--- config.mk ---
export PLATFORM = sky130hd
export DESIGN_NAME = eos_source_select
export DESIGN_NICKNAME = d
export VERILOG_FILES = /design/src/eos_pkg.sv /design/src/eos_source_select.sv
export SDC_FILE = /design/constraint.sdc
export NUM_CORES = 1
export LEC_CHECK = 0
export BUFFER_PORTS_ARGS = -buffer_cell sky130_fd_sc_hd__buf_2
export CORE_AREA = 4 4 76 78
export CTS_BUF_LIST = sky130_fd_sc_hd__clkbuf_16
export DETAILED_ROUTE_END_ITERATION = 12
export DIE_AREA = 0 0 80 82
export PLACE_DENSITY = 0.8
export SYNTH_ARGS = -nofsm -noshare
export SYNTH_HDL_FRONTEND = slang
export SYNTH_SLANG_ARGS = --single-unit
--- constraint.sdc ---
create_clock -name sys_clk -period 4.82 [get_ports sys_clk]
set_input_delay 0.241 -clock sys_clk [delete_from_list [all_inputs] [get_ports sys_clk]]
set_output_delay 0.241 -clock sys_clk [all_outputs]
set_load 0.05 [all_outputs]
--- src/eos_pkg.sv ---
package eos_pkg;

	// tx signaling and link select: printed offset is an index, byte address is four times it
	localparam logic [11:0] TSLS_INDEX      = 12'h10A;
	localparam logic [11:0] TSLS_ADDR       = 12'h428;
	localparam logic [11:0] LINK_CFG_ADDR   = 12'h430;
	localparam logic [11:0] STATUS_ADDR     = 12'h434;

	localparam int          SA4_EN_BIT      = 3;
	localparam logic [7:0]  TSLS_RESET      = 8'h00;
	localparam logic [7:0]  LINK_CFG_RESET  = 8'h00;
	localparam logic [1:0]  LINK_SRC_HDLC   = 2'h1;
	localparam logic [4:0]  SLOT_FRAMING    = 5'h00;
	localparam logic [4:0]  SLOT_SIGNALING  = 5'h10;
	localparam logic [2:0]  SA4_BIT_POS     = 3'h3;
	localparam logic [2:0]  SA8_BIT_POS     = 3'h7;

	localparam logic [1:0]  RESP_OKAY       = 2'h0;
	localparam logic [1:0]  RESP_SLVERR     = 2'h2;

	typedef enum logic [2:0] {
		OSS_SER_LINK      = 3'h0,
		OSS_CAS_LINK      = 3'h1,
		OSS_SIG_ONES      = 3'h2,
		OSS_CAS_ONES      = 3'h3,
		OSS_DESIG_LINK    = 3'h4
	} eos_oss_t;

	// timeslot 16 sub-source when a code offers more than one
	typedef enum logic [1:0] {
		TS16_SERIAL  = 2'h0,
		TS16_REGS    = 2'h1,
		TS16_OVHD    = 2'h2,
		TS16_SIGIN   = 2'h3
	} eos_ts16_t;

	// position of the bit now being sent, from the framer timing
	typedef struct packed {
		logic       nonFas;
		logic [4:0] slot;
		logic [2:0] bitPos;
		logic       deSlot;
	} eos_pos_t;

	// candidate bit sources for the current bit time
	typedef struct packed {
		logic serial;
		logic fractional;
		logic signaling;
		logic overhead;
		logic casReg;
		logic saReg;
		logic hdlc;
	} eos_src_t;

endpackage : eos_pkg

--- src/eos_source_select.sv ---
// Design decision made here: register access over AXI4-Lite.
`timescale 1ns/1ps
// What this block does
// Sa4 link enable low: Sa4 carries no data-link bits.
// enable low and Sa4 from serial input: every Sa4 bit sent as one.
// enable high with code 000, 001 or 100: Sa4 positions carry outgoing data-link bits.
// link bits go to Sa4 only if link source is HDLC and serial insert chosen.
// three-bit select sets D/E, national bits and timeslot 16 sources together, as one combination per code.
// codes 000 and 100: serial slot 16, link national bits; 100 uses signaling D/E.
// code 001: CAS on, slot 16 from serial, registers or overhead; link bits.
// code 010: national bits all ones, slot 16 from serial or signaling input.
// code 011: ones national bits, CAS on, slot 16 from any of four sources.
// codes 101 to 111 reserved and undefined; software must not program them.
module eos_source_select
	import eos_pkg::*;
(
	input  wire logic        sys_clk,        // 250 MHz channel clock
	input  wire logic        rst_n,          // async reset, active low
	input  wire logic [11:0] s_axi_awaddr,   // write address
	input  wire logic        s_axi_awvalid,  // write address valid
	output logic             s_axi_awready,  // write address ready
	input  wire logic [31:0] s_axi_wdata,    // write data
	input  wire logic [3:0]  s_axi_wstrb,    // write byte enables
	input  wire logic        s_axi_wvalid,   // write data valid
	output logic             s_axi_wready,   // write data ready
	output logic [1:0]       s_axi_bresp,    // write response
	output logic             s_axi_bvalid,   // write response valid
	input  wire logic        s_axi_bready,   // write response ready
	input  wire logic [11:0] s_axi_araddr,   // read address
	input  wire logic        s_axi_arvalid,  // read address valid
	output logic             s_axi_arready,  // read address ready
	output logic [31:0]      s_axi_rdata,    // read data
	output logic [1:0]       s_axi_rresp,    // read response
	output logic             s_axi_rvalid,   // read data valid
	input  wire logic        s_axi_rready,   // read data ready
	input  wire eos_pos_t    bitPos,         // position of current bit
	input  wire logic        bitStrobe,      // one pulse per outgoing bit
	input  wire eos_src_t    bitSrc,         // candidate source bits
	output logic             txBitOut,       // selected outgoing bit
	output logic             txBitValid,     // txBitOut updated this cycle
	output logic             hdlcBitTake,    // link bit consumed pulse
	output logic             casEnable,      // CAS signaling active
	output logic             sa4LinkActive   // Sa4 carrying link bits
);

	// software-visible configuration and the write staging
	logic [7:0]  tslsQ;
	logic [7:0]  linkCfgQ;
	logic [11:0] awAddrQ;
	logic        awHeldQ;
	logic [31:0] wDataQ;
	logic [3:0]  wStrbQ;
	logic        wHeldQ;

	// decoded configuration and position flags
	eos_oss_t    ossSel;
	eos_ts16_t   ts16Sel;
	logic [1:0]  linkSrc;
	logic        saInsertReg;
	logic        deAltSel;
	logic        reservedCode;
	logic        casOn;
	logic        natOnes;
	logic        sa4Link;
	logic        isNational;
	logic        isSa4;
	logic        isTs16;
	logic        bitD;
	logic        takeD;

	// fields of the two configuration words
	assign ossSel       = eos_oss_t'(tslsQ[2:0]);
	assign linkSrc      = linkCfgQ[1:0];
	assign saInsertReg  = linkCfgQ[2];
	assign ts16Sel      = eos_ts16_t'(linkCfgQ[4:3]);
	assign deAltSel     = linkCfgQ[5];

	// ---------------- AXI4-Lite write ----------------
	// address and data may arrive in either order; each is held until both are in
	logic doWrite;
	assign doWrite = awHeldQ && wHeldQ && !s_axi_bvalid;

	always_ff @(posedge sys_clk or negedge rst_n) begin
		if (!rst_n) begin
			awHeldQ       <= 1'b0;
			awAddrQ       <= 12'h000;
			s_axi_awready <= 1'b0;
		end else begin
			// ready pulses, and a held address keeps it low until the store
			s_axi_awready <= !awHeldQ && !s_axi_awready;
			if (s_axi_awvalid && s_axi_awready) begin
				awHeldQ <= 1'b1;
				awAddrQ <= s_axi_awaddr;
			end else if (doWrite) begin
				awHeldQ <= 1'b0;
			end
		end
	end

	always_ff @(posedge sys_clk or negedge rst_n) begin
		if (!rst_n) begin
			wHeldQ       <= 1'b0;
			wDataQ       <= 32'h0000_0000;
			wStrbQ       <= 4'h0;
			s_axi_wready <= 1'b0;
		end else begin
			// same pacing as the address channel
			s_axi_wready <= !wHeldQ && !s_axi_wready;
			if (s_axi_wvalid && s_axi_wready) begin
				wHeldQ <= 1'b1;
				wDataQ <= s_axi_wdata;
				wStrbQ <= s_axi_wstrb;
			end else if (doWrite) begin
				wHeldQ <= 1'b0;
			end
		end
	end

	always_ff @(posedge sys_clk or negedge rst_n) begin
		if (!rst_n) begin
			tslsQ        <= TSLS_RESET;
			linkCfgQ     <= LINK_CFG_RESET;
			s_axi_bvalid <= 1'b0;
			s_axi_bresp  <= RESP_OKAY;
		end else begin
			if (s_axi_bvalid && s_axi_bready) begin
				s_axi_bvalid <= 1'b0;
			end
			// a pending response blocks the store, so one write is in flight at most
			if (doWrite) begin
				s_axi_bvalid <= 1'b1;
				s_axi_bresp  <= RESP_OKAY;
				// registers are one byte wide, so only lane 0 stores
				if (awAddrQ == TSLS_ADDR) begin
					if (wStrbQ[0]) begin
						tslsQ <= {4'h0, wDataQ[3:0]};
					end
				end else if (awAddrQ == LINK_CFG_ADDR) begin
					if (wStrbQ[0]) begin
						linkCfgQ <= {2'h0, wDataQ[5:0]};
					end
				end else if (awAddrQ == STATUS_ADDR) begin
					// status is read-only: the word is dropped but answered OKAY
					s_axi_bresp <= RESP_OKAY;
				end else begin
					// unmapped offsets store nothing
					s_axi_bresp <= RESP_SLVERR;
				end
			end
		end
	end

	// ---------------- AXI4-Lite read ----------------
	always_ff @(posedge sys_clk or negedge rst_n) begin
		if (!rst_n) begin
			s_axi_arready <= 1'b0;
			s_axi_rvalid  <= 1'b0;
			s_axi_rdata   <= 32'h0000_0000;
			s_axi_rresp   <= RESP_OKAY;
		end else begin
			// ready pulses and stays low while a read answer is pending
			s_axi_arready <= !s_axi_rvalid && !s_axi_arready;
			if (s_axi_rvalid && s_axi_rready) begin
				s_axi_rvalid <= 1'b0;
			end
			if (s_axi_arvalid && s_axi_arready) begin
				s_axi_arready <= 1'b0;
				s_axi_rvalid  <= 1'b1;
				s_axi_rresp   <= RESP_OKAY;
				if (s_axi_araddr == TSLS_ADDR) begin
					s_axi_rdata <= {24'h000000, tslsQ};
				end else if (s_axi_araddr == LINK_CFG_ADDR) begin
					s_axi_rdata <= {24'h000000, linkCfgQ};
				end else if (s_axi_araddr == STATUS_ADDR) begin
					s_axi_rdata <= {29'h0, reservedCode, sa4LinkActive, casEnable};
				end else begin
					// unmapped reads return zero with SLVERR
					s_axi_rdata <= 32'h0000_0000;
					s_axi_rresp <= RESP_SLVERR;
				end
			end
		end
	end

	// ---------------- mode decode ----------------
	always_comb begin
		casOn        = 1'b0;
		natOnes      = 1'b0;
		reservedCode = 1'b0;
		case (ossSel)
			OSS_SER_LINK, OSS_DESIG_LINK: begin
				casOn = 1'b0;
			end
			OSS_CAS_LINK: begin
				casOn = 1'b1;
			end
			OSS_SIG_ONES: begin
				natOnes = 1'b1;
			end
			OSS_CAS_ONES: begin
				casOn   = 1'b1;
				natOnes = 1'b1;
			end
			default: begin
				// reserved: no CAS and no link, status shows the bad code
				reservedCode = 1'b1;
			end
		endcase
	end

	// link bits only when enabled, sourced from HDLC and inserted via the serial path
	assign sa4Link = tslsQ[SA4_EN_BIT] && (linkSrc == LINK_SRC_HDLC) && !saInsertReg
		&& !natOnes && !reservedCode;

	// national bits: slot 0 of non-FAS frames, positions Sa4 to Sa8
	assign isNational = bitPos.nonFas && (bitPos.slot == SLOT_FRAMING)
		&& (bitPos.bitPos >= SA4_BIT_POS) && (bitPos.bitPos <= SA8_BIT_POS);
	assign isSa4  = isNational && (bitPos.bitPos == SA4_BIT_POS);
	assign isTs16 = bitPos.slot == SLOT_SIGNALING;

	// ---------------- bit selection ----------------
	always_comb begin
		bitD  = bitSrc.serial;
		takeD = 1'b0;
		// forced ones win over every other national bit source
		if (isNational && natOnes) begin
			bitD = 1'b1;
		end else if (isSa4) begin
			// register-sourced Sa4 bypasses the link, so no link bit is consumed
			if (saInsertReg) begin
				bitD = bitSrc.saReg;
			end else if (sa4Link) begin
				// take pulse lets the link source advance only on bits sent
				bitD  = bitSrc.hdlc;
				takeD = 1'b1;
			end else begin
				bitD = 1'b1;
			end
		end else if (isTs16) begin
			// a sub-source the code does not offer stays on the serial input
			case (ossSel)
				OSS_CAS_LINK: begin
					// signaling input is not offered with this code
					if (ts16Sel == TS16_REGS) begin
						bitD = bitSrc.casReg;
					end else if (ts16Sel == TS16_OVHD) begin
						bitD = bitSrc.overhead;
					end
				end
				OSS_SIG_ONES: begin
					if (ts16Sel == TS16_SIGIN) begin
						bitD = bitSrc.signaling;
					end
				end
				OSS_CAS_ONES: begin
					if (ts16Sel == TS16_REGS) begin
						bitD = bitSrc.casReg;
					end else if (ts16Sel == TS16_OVHD) begin
						bitD = bitSrc.overhead;
					end else if (ts16Sel == TS16_SIGIN) begin
						bitD = bitSrc.signaling;
					end
				end
				default: begin
					bitD = bitSrc.serial;
				end
			endcase
		end else if (bitPos.deSlot && deAltSel) begin
			// alternate D/E source depends on the code
			bitD = (ossSel == OSS_DESIG_LINK) ? bitSrc.signaling : bitSrc.fractional;
		end
	end

	// the bit holds between strobes so the framer may sample it late
	always_ff @(posedge sys_clk or negedge rst_n) begin
		if (!rst_n) begin
			txBitOut <= 1'b1;
		end else if (bitStrobe) begin
			txBitOut <= bitD;
		end
	end

	// one-cycle pulses marking each new bit
	always_ff @(posedge sys_clk or negedge rst_n) begin
		if (!rst_n) begin
			txBitValid  <= 1'b0;
			hdlcBitTake <= 1'b0;
		end else begin
			txBitValid  <= bitStrobe;
			hdlcBitTake <= bitStrobe && takeD;
		end
	end

	// status flags lag a register write by one cycle
	always_ff @(posedge sys_clk or negedge rst_n) begin
		if (!rst_n) begin
			casEnable     <= 1'b0;
			sa4LinkActive <= 1'b0;
		end else begin
			casEnable     <= casOn;
			sa4LinkActive <= sa4Link;
		end
	end

endmodule : eos_source_select

==> results.txt, run 1 <==
In this run the worst path has a maximum fanout of 4. Summed over all layers, the routed wires come to 4520 microns. The slowest stage of the critical path is the sky130_fd_sc_hd__nor3_1 cell. The cts-stage hold buffer count came out at 0. Headroom to the max-slew limit came out at 29.8%. The mean routed wirelength per cell came out at 12.8 microns. The arrival time at the worst endpoint is 2.16 ns. The x dimension of the die is 80 microns.

The startpoint type of the worst setup path is a flip-flop. The number of global-route vias before repair is 1,639. In this run, the number of DRC markers left after iteration 0 of detailed routing was 85. Summed over all failing endpoints, the final setup total negative slack is 0 ns.

The number of rows created at floorplan is 26. The register-to-register setup slack came out at 2.82 ns. Sequential elements use 51.7% of the synthesized area. The net count reported at finish is 366. The critical path's largest stage delay came out at 0.53 ns. The insertion delay of the later-clocked pin in the worst-skew pair is 0.28 ns. The number of fillers in the final layout came out at 477. The worst clock skew came out at 0.00248 ns. The library cells used most frequently in the layout, excluding fill and tap cells, are sky130_fd_sc_hd__buf_2 (73), sky130_fd_sc_hd__dfrtp_1 (48), sky130_fd_sc_hd__mux2_2 (29), sky130_fd_sc_hd__conb_1 (28), sky130_fd_sc_hd__nand2_1 (12).

The async set-reset flop share out of synthesis came out at 100%. The synthesized instance count is 205. The number of clock buffers inserted by TritonCTS came out at 5. The count of unique library cells instantiated by Yosys is 47. For this run, the leading register cell type out of synthesis is sky130_fd_sc_hd__dfrtp_1. The largest net degree at the start of global routing came out at 50. The root buffer selected by CTS is sky130_fd_sc_hd__clkbuf_16. The number of violations of the max-capacitance limit came out at 0. The total of cells resized after clock tree synthesis came out at 0.

The yosys synthesis warning count came out at 0. The number of cells traversed by the worst register-to-register path came out at 4. The run finished with clean final reports. The critical path capture point type is a flip-flop. The antenna violation net count after detailed routing is 0. The total count of hold-check failures in the final report came out at 0. In this run the critical register-to-register path is launched from awAddrQ[9]$_DFFE_PN0P_. Setup repair after global routing left no endpoint under its margin. No sink is reached through more buffers than the 2 on the longest clock path. The static leakage power came out at 1.41 nW. The startpoint of the tightest hold check path is bitStrobe. After detailed routing, the number of remaining DRC violations is 0. The synthesized flop and latch total came out at 49. For this configuration, the core starts out at a cell density of 46.8%. In the finished design, the share of the clock period the worst path needs comes to 41.4%. The critical path start-end classification is flip-flop to flip-flop. The final antenna diode count is 0. The number of buffers added for setup after CTS is 0. TritonCTS built the clock tree. The first-pass iteration count of the detailed router is 4. The overall overflow remaining after global route came out at 0. The number of max-slew violations in the final report came to 0. Leaving out fill and tap cells, the most frequent cell in the layout is sky130_fd_sc_hd__buf_2.

The per-instance average area after synthesis came out at 11.6 sq um. The number of antenna violations at the first check in global routing came to 0. The core outline area came out at 5070 sq um. For this run, the top clock speed supported by timing is 501 MHz. Hold timing on the final database bottoms out at a slack of 0.113 ns. The final-report setup violation count is 0. At the worst endpoint, the required time is 4.99 ns.

Traced cell by cell, the critical path runs through nor4b_1 -> nand4_1 -> nor3_1 -> mux2_2. Dividing the detail-routed via count by the number of cells gives 4.90. For this design the top-level I/O count stands at 131. The worst register-to-register path ends at tslsQ[0]$_DFFE_PN0P_.

The maximum VDD drop came out at 0.319 mV. The total number of clock tree sinks came out at 49. The number of cells on the worst hold path came out at 1. The final critical path time including I/O delays and setup came out at 2.00 ns. The die covers 6560 sq um. The routed via count came out at 1,725. Global routing used 14.5% of the available tracks across all layers. The area growth from synthesis to layout is 20.9%. Cells with a size suffix above 1 make up 40.4% of the layout. The most critical setup path has its startpoint at awAddrQ[9]$_DFFE_PN0P_. The transition at the pin with the smallest max-transition slack is 1.05 ns.

The worst hold path endpoint is txBitValid$_DFF_PN0_. The path class of the tightest hold or removal check is primary input to flip-flop. The global-route wire length before repair is 7410 microns. The count of input and output buffers is 73.

The total power divided by cell area is 463 nW/um^2. The placed wire-length estimate came out at 3520 microns. Routability-driven placement finished with a final weighted congestion of 0.719. Measured along the y axis, the die boundary spans 82 microns.

The clock slew at the register clock pins of the worst setup and hold paths is 0.06 ns. Counting flops with a built-in enable in the synthesized netlist gives 0. The area of the mapped netlist came out at 2370 sq um. The H-tree depth came out at 2.
-- cell families after synthesis --
group / count (synthesis) / share of synthesized area, %
other: 1 / 0.158
AO/OA/AOI/OAI: 37 / 11.0
buffers and inverters: 36 / 10.1
flip-flops: 49 / 51.7
multiplexers: 29 / 13.8
AND/OR/NAND/NOR: 53 / 13.3
-- Yosys cell counts, types with 2 or more instances --
cell type / n / area share, %
sky130_fd_sc_hd__and3_1: 2 / 0.53
sky130_fd_sc_hd__nand3_1: 2 / 0.42
sky130_fd_sc_hd__nor4b_1: 2 / 0.74
sky130_fd_sc_hd__nand2_1: 12 / 1.9
sky130_fd_sc_hd__nor2_1: 9 / 1.4
sky130_fd_sc_hd__a22o_1: 4 / 1.5
sky130_fd_sc_hd__dfrtp_1: 48 / 51
sky130_fd_sc_hd__o21ai_0: 9 / 1.9
sky130_fd_sc_hd__buf_4: 28 / 8.9
sky130_fd_sc_hd__a21boi_0: 2 / 0.63
sky130_fd_sc_hd__a21oi_1: 4 / 0.84
sky130_fd_sc_hd__clkbuf_1: 2 / 0.32
sky130_fd_sc_hd__a22oi_1: 4 / 1.3
sky130_fd_sc_hd__nand2b_1: 5 / 1.3
sky130_fd_sc_hd__a211oi_1: 2 / 0.63
sky130_fd_sc_hd__nor2b_1: 5 / 1.3
sky130_fd_sc_hd__inv_1: 5 / 0.79
sky130_fd_sc_hd__mux2_2: 29 / 14
sky130_fd_sc_hd__nor3_1: 2 / 0.42
sky130_fd_sc_hd__or4_4: 2 / 0.95
-- report_power, final --
part	total [mW]	internal (mW)	switching (mW)
Combinational	0.356	0.138	0.218
Sequential	0.594	0.525	0.0686
Clock	0.379	0.241	0.138
Total	1.33	0.904	0.424
-- worst max path at each step --
stage / to / slack (ns)
final: tslsQ[0]$_DFFE_PN0P_ / 2.82
after global routing: tslsQ[0]$_DFFE_PN0P_ / 2.60
after CTS: tslsQ[0]$_DFFE_PN0P_ / 2.79
after detailed placement: tslsQ[0]$_DFFE_PN0P_ / 2.82
after global placement: tslsQ[3]$_DFFE_PN0P_ / 2.80
after floorplan: tslsQ[0]$_DFFE_PN0P_ / 2.92
-- critical path: cells and delay by family, from the launching register on --
| kind | cells | cell delay (ns) |
|---|---|---|
| simple gates | 3 | 1.11 |
| mux | 1 | 0.40 |
| flops | 1 | 0.37 |
-- flip-flops by register name, indices dropped and copies added (netlist names), 4 cells and up --
name / count
linkCfgQ: 6
tslsQ: 4
s_axi_rdata: 6
awAddrQ: 12
wDataQ: 6
-- layer usage --
metal  global-route usage, %  up-vias  routed length, microns
li1                        -      834                       -
met1                    17.8      805                    1780
met2                    23.6       80                    2160
met3                    6.25        6                     548
met4                    3.72        0                      26
met5                       0        -                       0
-- cell type report --
class	instances	area, sq um	share of cell area (%)
multi-input combinational	147	1010	35.1
tap	70	87.6	3.05
timing repair buffer	73	365	12.7
clock buffer	5	125	4.36
sequential	49	1230	42.8
clock inverter	3	37.5	1.31
inverter	5	18.8	0.654
-- stage by stage --
stage | instances | power, mW | utilization, % | area [sq um] | setup WS [ns]
6_report | 352 | 1.33 | 56.5 | 2870 | 2.82
5_1_grt | 352 | 1.42 | 56.5 | 2870 | 2.60
4_1_cts | 352 | 1.34 | 56.5 | 2870 | 2.79
3_5_place_dp | 344 | 0.963 | 53.3 | 2710 | 2.82
3_3_place_gp | 344 | 0.947 | 53.3 | 2710 | 2.80
2_1_floorplan | 232 | 0.884 | - | 2470 | 2.92
Power figures use the tool's default switching activity.
==> inputs of run 2 (changes only) <==
ABC_AREA = 1   (was unset)
CORE_AREA = 4 4 84 86   (was 4 4 76 78)
DIE_AREA = 0 0 88 90   (was 0 0 80 82)
PLACE_DENSITY = 0.72   (was 0.8)
clock period = 1.7 ns   (was 4.82 ns; I/O delays follow)
==> results.txt, run 2 <==
The mean routed wirelength per cell came out at 11.0 microns (-14%). The kind of path behind the tightest hold check is primary input to flip-flop. The first-pass iteration count of the detailed router is 4 (unchanged). The placer's final routability congestion estimate came out at 0.783 (+8.9%). The number of cells traversed by the worst register-to-register path is 7 (+3). The share of Yosys cell area claimed by the top area cell type is 47.3% (-3.3 points). The per-instance average area after synthesis is 8.27 sq um (-29%).

The relative slew slack was 60.3% (+31 points). The commonest cells after synthesis are sky130_fd_sc_hd__nand2_1 (58), sky130_fd_sc_hd__dfrtp_1 (48), sky130_fd_sc_hd__inv_1 (39). The data required time at the worst endpoint came out at 1.87 ns (-3.12 ns).

The worst setup margin came out at 0.205 ns (-2.62 ns). The count of boundary I/O pins was 131 (unchanged). The transition at the pin with the smallest max-transition slack came out at 0.593 ns (-0.459 ns). In this run the worst setup path terminates at linkCfgQ[0]$_DFFE_PN0P_. The final-report setup violation count was 0 (unchanged).

The worst register-to-register path ends at linkCfgQ[0]$_DFFE_PN0P_. Walking the worst path, the cells encountered are nor2_1 -> nand3_1 -> nor3_1 -> nand3_2 -> buf_12 -> nand2_1 -> o21ai_2. By startpoint and endpoint, the worst setup path is classified as flip-flop to flip-flop. Leaving out fill and tap cells, the most frequent cells in the layout are sky130_fd_sc_hd__buf_2 (73), sky130_fd_sc_hd__nand2_1 (58), sky130_fd_sc_hd__dfrtp_1 (48), sky130_fd_sc_hd__inv_1 (39), sky130_fd_sc_hd__nor2_1 (37). Yosys attributes the largest share of cell area to sky130_fd_sc_hd__dfrtp_1 (47%), sky130_fd_sc_hd__nand2_1 (8.6%), sky130_fd_sc_hd__buf_4 (8.3%).

The slowest stage of the critical path is the sky130_fd_sc_hd__dfrtp_1 cell. The register with the most flip-flops in the final layout is awAddrQ. The final critical path time including I/O delays and setup is 1.49 ns (-0.500 ns). The total number of clock tree sinks is 49 (unchanged). The insertion delay of the later-clocked pin in the worst-skew pair came out at 0.29 ns (about the same). The number of global-route vias before repair was 1,988 (+21%).

The arrival time at the worst endpoint came to 1.67 ns (-0.49 ns). The startpoint type of the worst setup path is a flip-flop. The effective utilization at floorplan came out at 40.5% (-6.3 points).

The x dimension of the die was 88 microns (+10%). The number of antenna violations at the first check in global routing is 0 (unchanged). The synthesized flop and latch total was 49 (unchanged). The total of cells resized after clock tree synthesis came to 0 (unchanged).

The largest net degree at the start of global routing came out at 50 (unchanged). The number of flip-flops under the largest register name is 12 (unchanged). The leading register cell type out of synthesis is sky130_fd_sc_hd__dfrtp_1. The placed wire-length estimate was 4050 microns (+15%). The number of clock buffers inserted by TritonCTS is 5 (unchanged). The net switching power is 1.45 mW (+240%). The run finished with clean final reports. The share of power burned in the clock network came to 24.3% (-4.2 points). The internal portion of total power came to 2.42 mW (+170%). The core outline area is 6280 sq um (+24%). The net count reported at finish is 474 (+30%). The combinational share of power is 32.6% (+5.8 points).

The number of rows created at floorplan came out at 29 (+12%). The upper clock frequency limit was 669 MHz (+33%). The buffer levels on the longest clock path came out at 2 (unchanged).

The detailed-route vias per instance came out at 4.47 (-8.9%). The number of violations of the max-capacitance limit came out at 0 (unchanged). The synthesized instance count is 307 (+50%).

The static leakage power is 1.65 nW (+17%). The number of enable flip-flop cells after synthesis is 0 (unchanged). The ratio of cells with drive above 1 in the final layout is 27.7% (-13 points). The maximum fanout count along the critical path was 12 (+8).

The final antenna diode count came out at 0 (unchanged). The async set-reset flop share out of synthesis came out at 100% (unchanged). The start point of the critical path is awAddrQ[7]$_DFFE_PN0P_. The period utilization is 87.9% (+47 points).

The detailed-route wire length is 5160 microns (+14%). The routed via count is 2,086 (+21%). The area of the mapped netlist is 2540 sq um (+7.0%).

The yosys synthesis warning count is 0 (unchanged). The share of synthesized area occupied by flip-flops and latches came out at 48.3% (-3.4 points). The most used standard cell by instance count after synthesis is sky130_fd_sc_hd__nand2_1.

The register-to-register setup slack is 0.21 ns (-2.62 ns). The H-tree depth came out at 2 (unchanged). The violation count after the first detailed-route iteration came out at 73 (-14%). The all-layer global routing usage is 13.4% (-1.1 points). The global-route wire length before repair was 8590 microns (+16%). The DRC violation count after routing came to 0 (unchanged).

The worst clock skew came to 0.00524 ns (+0.00276 ns). The die outline area is 7920 sq um (+21%). The maximum VDD drop was 0.918 mV (+190%). The biggest area consumer among synthesized cells is sky130_fd_sc_hd__dfrtp_1.

Setup repair after global routing left no endpoint under its margin. The number of max-slew violations in the final report came out at 0 (unchanged). The utilization after layout is 49.4% (-7.1 points). The sequential share of power came to 43.1% (-1.6 points).

The worst hold margin came out at 0.00974 ns (-0.103 ns). The total power divided by cell area is 1250 nW/um^2 (+170%). The count of input and output buffers came to 73 (unchanged). The overall overflow remaining after global route came out at 0 (unchanged).

The worst register-to-register path begins at awAddrQ[7]$_DFFE_PN0P_. The count of unique library cells instantiated by Yosys came out at 29 (-38%). STA classifies the critical path endpoint as a flip-flop.

The total design power came out at 3.88 mW (+190%). The die height is 90 microns (+9.8%). The antenna violation net count after detailed routing came out at 0 (unchanged).

The total negative setup slack is 0 ns (unchanged). The library cell used most frequently in the layout, excluding fill and tap cells, is sky130_fd_sc_hd__buf_2. The clock slew at the register clock pins of the worst setup and hold paths came out at 0.06 ns (about the same). TritonCTS built the clock tree. The switching share of total power is 37.5% (+5.6 points). The area growth from synthesis to layout is 22.1%.

The root buffer selected by CTS is sky130_fd_sc_hd__clkbuf_16. The critical path's largest stage delay is 0.38 ns (-0.15 ns). The total count of hold-check failures in the final report is 0 (unchanged). The setup slack at placement came out at 0.0735 ns (-2.74 ns).
-- run 2: cell count changes after synthesis, moves of 5 or more --
cell / delta
sky130_fd_sc_hd__inv_1: +34
sky130_fd_sc_hd__nor2_1: +28
sky130_fd_sc_hd__nand2b_1: -5
sky130_fd_sc_hd__mux2_2: -21
sky130_fd_sc_hd__nand3_1: +29
sky130_fd_sc_hd__nor2b_1: -5
sky130_fd_sc_hd__nand2_1: +46
sky130_fd_sc_hd__o21ai_2: +6
sky130_fd_sc_hd__a21oi_1: +10
-- run 2: final cells by class --
type / instances / area [sq um]
Sequential cell: 49 / 1230
Multi-Input combinational cell: 212 / 1030
Timing Repair Buffer: 81 / 458
Fill cell: 610 / 3180
Tap cell: 77 / 96.3
Clock inverter: 3 / 17.5
Clock buffer: 5 / 125
Inverter: 40 / 150
-- run 2: how the worst min path moves through the flow --
stage / end / slack, ns / cells past startpoint / startpoint
global placement: wDataQ[5]$_DFFE_PN0P_ / 0.09 / 2 / rst_n
finish: s_axi_rvalid$_DFFE_PN0P_ / 0.01 / 2 / s_axi_rready
global route: s_axi_rvalid$_DFFE_PN0P_ / 0.008 / 2 / s_axi_rready
CTS: s_axi_rvalid$_DFFE_PN0P_ / 0.007 / 2 / s_axi_rready
detailed placement: s_axi_wready$_DFF_PN0_ / 0.09 / 2 / rst_n
floorplan: awAddrQ[0]$_DFFE_PN0P_ / -0.21 / 0 / rst_n
-- run 2: critical path: cells and delay by family, from the launching register on --
family / cells / cell delay (ns)
AOI/OAI and AO/OA: 1 / 0.05
and+or+nand+nor: 5 / 0.80
DFF: 1 / 0.38
buffers and inverters: 1 / 0.17
-- run 2: kinds of logic (layout without fill, tap and decap cells) --
kind of cell | count (synthesis) | after routing | synth area share [%]
muxes | 8 | 8 | 3.55
buffers and inverters | 73 | 129 | 15.3
and+or+nand+nor | 143 | 143 | 25.0
AOI/OAI and AO/OA | 33 | 33 | 7.73
other | 1 | 28 | 0.148
DFF | 49 | 49 | 48.3
-- run 2: stage by stage --
| step | instance area [sq um] | cells |
|---|---|---|
| final | 3100 | 467 |
| after floorplan | 2640 | 334 |
| after global routing | 3100 | 467 |
| after global placement | 2910 | 455 |
| after detailed placement | 2910 | 455 |
| after CTS | 3080 | 466 |
-- run 2: power by group through the flow --
stage	sequential (mW)	clock, mW	combinational (mW)
global route	1.71	1.04	1.39
CTS	1.67	0.978	1.28
finish	1.67	0.943	1.26
floorplan	1.94	0	0.724
detailed placement	1.69	0	1.27
global placement	1.68	0	1.24
-- run 2: repair_timing --
action | 4_1_cts | 5_1_grt
hold endpoints to repair | 50 | 0
setup buffers | 0 | 1
setup endpoints to repair | 0 | 6
hold buffers | 3 | 0
-- run 2: routing by layer --
layer / GRT usage, % / wire length (microns)
met1: 17.5 / 2260
met3: 3.84 / 447
met2: 21.3 / 2400
met5: 0 / 0
met4: 4.09 / 44
==> inputs of run 3 (changes only) <==
CORE_AREA = 4 4 83 85   (was 4 4 84 86)
CTS_BUF_LIST = sky130_fd_sc_hd__clkbuf_8   (was sky130_fd_sc_hd__clkbuf_16)
DIE_AREA = 0 0 87 89   (was 0 0 88 90)
PLACE_DENSITY = 0.74   (was 0.72)
==> results.txt, run 3 (synthesis gave the netlist of run 2 again) <==
TritonCTS built the clock tree. The effective utilization at floorplan is 40.9% (+0.47 points). The final-report setup violation count is 0 (unchanged).

The core outline area is 6200 sq um (-1.2%). The number of violations of the max-capacitance limit came to 0 (unchanged). The register with the most flip-flops in the final layout is awAddrQ. The data required time at the worst endpoint was 1.89 ns (+0.02 ns). The clock slew at the register clock pins of the worst setup and hold paths is 0.09 ns (+0.03 ns). The count of input and output buffers came out at 73 (unchanged). The number of max-slew violations in the final report is 0 (unchanged). The largest net degree at the start of global routing came out at 22 (-56%).

The layout overhead on the synthesized area is 21.3%. Setup repair after global routing left no endpoint under its margin. The maximum VDD drop is 1.29 mV (+41%). The maximum fanout count along the critical path is 12 (unchanged). The H-tree depth came to 2 (unchanged).

The number of fillers in the final layout came out at 618 (+1.3%). The buffer levels on the longest clock path is 2 (unchanged). The die outline area is 7740 sq um (-2.2%). The DRC violation count after routing was 0 (unchanged).

The worst hold path endpoint is awAddrQ[0]$_DFFE_PN0P_. The total power divided by cell area came out at 1220 nW/um^2 (-2.4%). The all-layer global routing usage is 14.2% (+0.79 points).

The first-pass iteration count of the detailed router was 4 (unchanged). The count of boundary I/O pins is 131 (unchanged). The total design power is 3.76 mW (-3.0%). The register-to-register setup slack came out at 0.21 ns (about the same). The utilization after layout was 49.7% (+0.28 points). Clock tree synthesis selected as its root buffer the cell sky130_fd_sc_hd__clkbuf_8. The overall overflow remaining after global route was 0 (unchanged). The number of global-route vias before repair is 2,038 (+2.5%).

STA classifies the critical path startpoint as a flip-flop. The number of rows created at floorplan came out at 29 (unchanged). The routed via count came to 2,113 (+1.3%). The ratio of cells with drive above 1 in the final layout was 27.7% (about the same). The detailed route wirelength on metal2 came to 2540 microns (+5.7%).

The static leakage power came out at 1.65 nW (-0.33%). After detailed routing, no signal wire sits above met4. The x dimension of the die is 87 microns (-1.1%). The most common cell after layout, fill and taps aside is sky130_fd_sc_hd__buf_2. The total number of clock tree sinks was 49 (unchanged).

The worst clock skew is 0.00897 ns (+0.00373 ns). The period utilization came out at 87.6% (-0.37 points). The critical path capture point type is a flip-flop. In this run the critical register-to-register path is captured at linkCfgQ[0]$_DFFE_PN0P_. The startpoint identified for the worst hold timing path is s_axi_awaddr[0].

The detailed-route vias per instance was 4.49 (+0.43%). The global-route wire length before repair is 8800 microns (+2.5%). The number of antenna violations at the first check in global routing is 0 (unchanged).

The placer's final routability congestion estimate was 0.774 (-1.2%). The met1 routed wirelength after detailed routing is 2210 microns (-2.3%). The net count reported at finish came to 478 (+0.84%).

The worst setup margin came to 0.211 ns (+0.00630 ns). The insertion delay of the later-clocked pin in the worst-skew pair is 0.30 ns (about the same). The total negative setup slack is 0 ns (unchanged). The final antenna diode count is 0 (unchanged). The relative slew slack is 61.4% (+1.1 points). The mean routed wirelength per cell came out at 11.2 microns (+1.3%). The placed wire-length estimate was 4190 microns (+3.4%).

The startpoint identified for the worst register-to-register timing path is awAddrQ[7]$_DFFE_PN0P_. The final critical path time including I/O delays and setup came out at 1.49 ns (-0.00630 ns). The number of clock buffers inserted by TritonCTS came to 5 (unchanged). The flow ran to the end, and the final reports show no timing, DRC or antenna violations. In this run the worst hold path is classified as primary input to flip-flop. The number of cells traversed by the worst register-to-register path is 7 (unchanged). The total count of hold-check failures in the final report came out at 0 (unchanged). The wire length on met3 was 483 microns (+8.1%). The number of cells on the worst hold path came out at 2 (unchanged). The detailed-route wire length came to 5270 microns (+2.2%). The worst hold margin came out at 0.0108 ns (+0.00106 ns). The upper clock frequency limit came out at 672 MHz (+0.42%). The transition at the pin with the smallest max-transition slack is 0.577 ns (-0.0165 ns). The setup slack at placement is 0.205 ns (+0.132 ns). The arrival time at the worst endpoint came out at 1.68 ns (about the same). In the layout the commonest cells are sky130_fd_sc_hd__buf_2 (73), sky130_fd_sc_hd__nand2_1 (58), sky130_fd_sc_hd__dfrtp_1 (48), sky130_fd_sc_hd__inv_1 (40), sky130_fd_sc_hd__nor2_1 (37). The antenna violation net count after detailed routing is 0 (unchanged). The number of flip-flops under the largest register name is 12 (unchanged). The die height was 89 microns (-1.1%). The violation count after the first detailed-route iteration is 96 (+32%).

The worst setup path is of the flip-flop to flip-flop kind.
-- run 3: cell count changes in the layout (fill, tap and decap cells not counted), moves of 2 or more --
cell,delta
sky130_fd_sc_hd__clkbuf_16,-5
sky130_fd_sc_hd__buf_4,+3
sky130_fd_sc_hd__dlygate4sd3_1,+3
sky130_fd_sc_hd__clkbuf_8,+5
sky130_fd_sc_hd__buf_12,-2
-- run 3: worst max path at each step --
stage | startpoint | end | slack [ns] | depth (start not counted)
after floorplan | s_axi_bvalid$_DFFE_PN0P_ | linkCfgQ[3]$_DFFE_PN0P_ | 0.14 | 7
after global placement | awAddrQ[7]$_DFFE_PN0P_ | linkCfgQ[4]$_DFFE_PN0P_ | 0.24 | 7
after detailed placement | awAddrQ[7]$_DFFE_PN0P_ | linkCfgQ[1]$_DFFE_PN0P_ | 0.21 | 7
after CTS | awAddrQ[2]$_DFFE_PN0P_ | tslsQ[1]$_DFFE_PN0P_ | 0.18 | 6
after global routing | awAddrQ[6]$_DFFE_PN0P_ | linkCfgQ[0]$_DFFE_PN0P_ | 0.03 | 7
final | awAddrQ[7]$_DFFE_PN0P_ | linkCfgQ[0]$_DFFE_PN0P_ | 0.21 | 7
-- run 3: worst max-delay path, cell delays in order, from the launching register on --
cell	delay, ns
sky130_fd_sc_hd__dfrtp_1	0.38
sky130_fd_sc_hd__nor2_1	0.16
sky130_fd_sc_hd__nand3_1	0.09
sky130_fd_sc_hd__nor3_1	0.31
sky130_fd_sc_hd__nand3_2	0.11
sky130_fd_sc_hd__buf_4	0.20
sky130_fd_sc_hd__nand2_1	0.08
sky130_fd_sc_hd__o21ai_2	0.05
-- run 3: routing by layer --
metal,up-vias,global-route usage (%)
met5,-,0
met3,4,2.76
met1,935,17.1
met4,0,4.53
met2,87,25.5
li1,1087,-
-- run 3: power breakdown --
group          leakage [nW]  internal (mW)  switching [mW]
Sequential            0.609           1.49           0.178
Clock                0.0595          0.436           0.387
Combinational         0.979          0.390           0.876
Total                  1.65           2.32            1.44
-- run 3: final cells by class --
class,count,area [sq um],area share (%)
Timing Repair Buffer,85,470,15.3
Multi-Input combinational cell,212,1030,33.3
Clock buffer,5,68.8,2.23
Inverter,40,150,4.87
Clock inverter,3,42.5,1.38
Sequential cell,49,1230,39.8
Tap cell,77,96.3,3.13
-- run 3: through the flow --
| step | area (sq um) | cells |
|---|---|---|
| 6_report | 3080 | 471 |
| 3_3_place_gp | 2910 | 457 |
| 5_1_grt | 3080 | 471 |
| 3_5_place_dp | 2910 | 457 |
| 2_1_floorplan | 2640 | 334 |
| 4_1_cts | 3070 | 470 |
-- run 3: repair_timing --
item | CTS | global route
hold buffers | 5 | 1
setup endpoints to repair | 0 | 0
setup buffers | 0 | 0
resized for setup | 0 | 0
endpoints found under the hold margin | 52 | 1
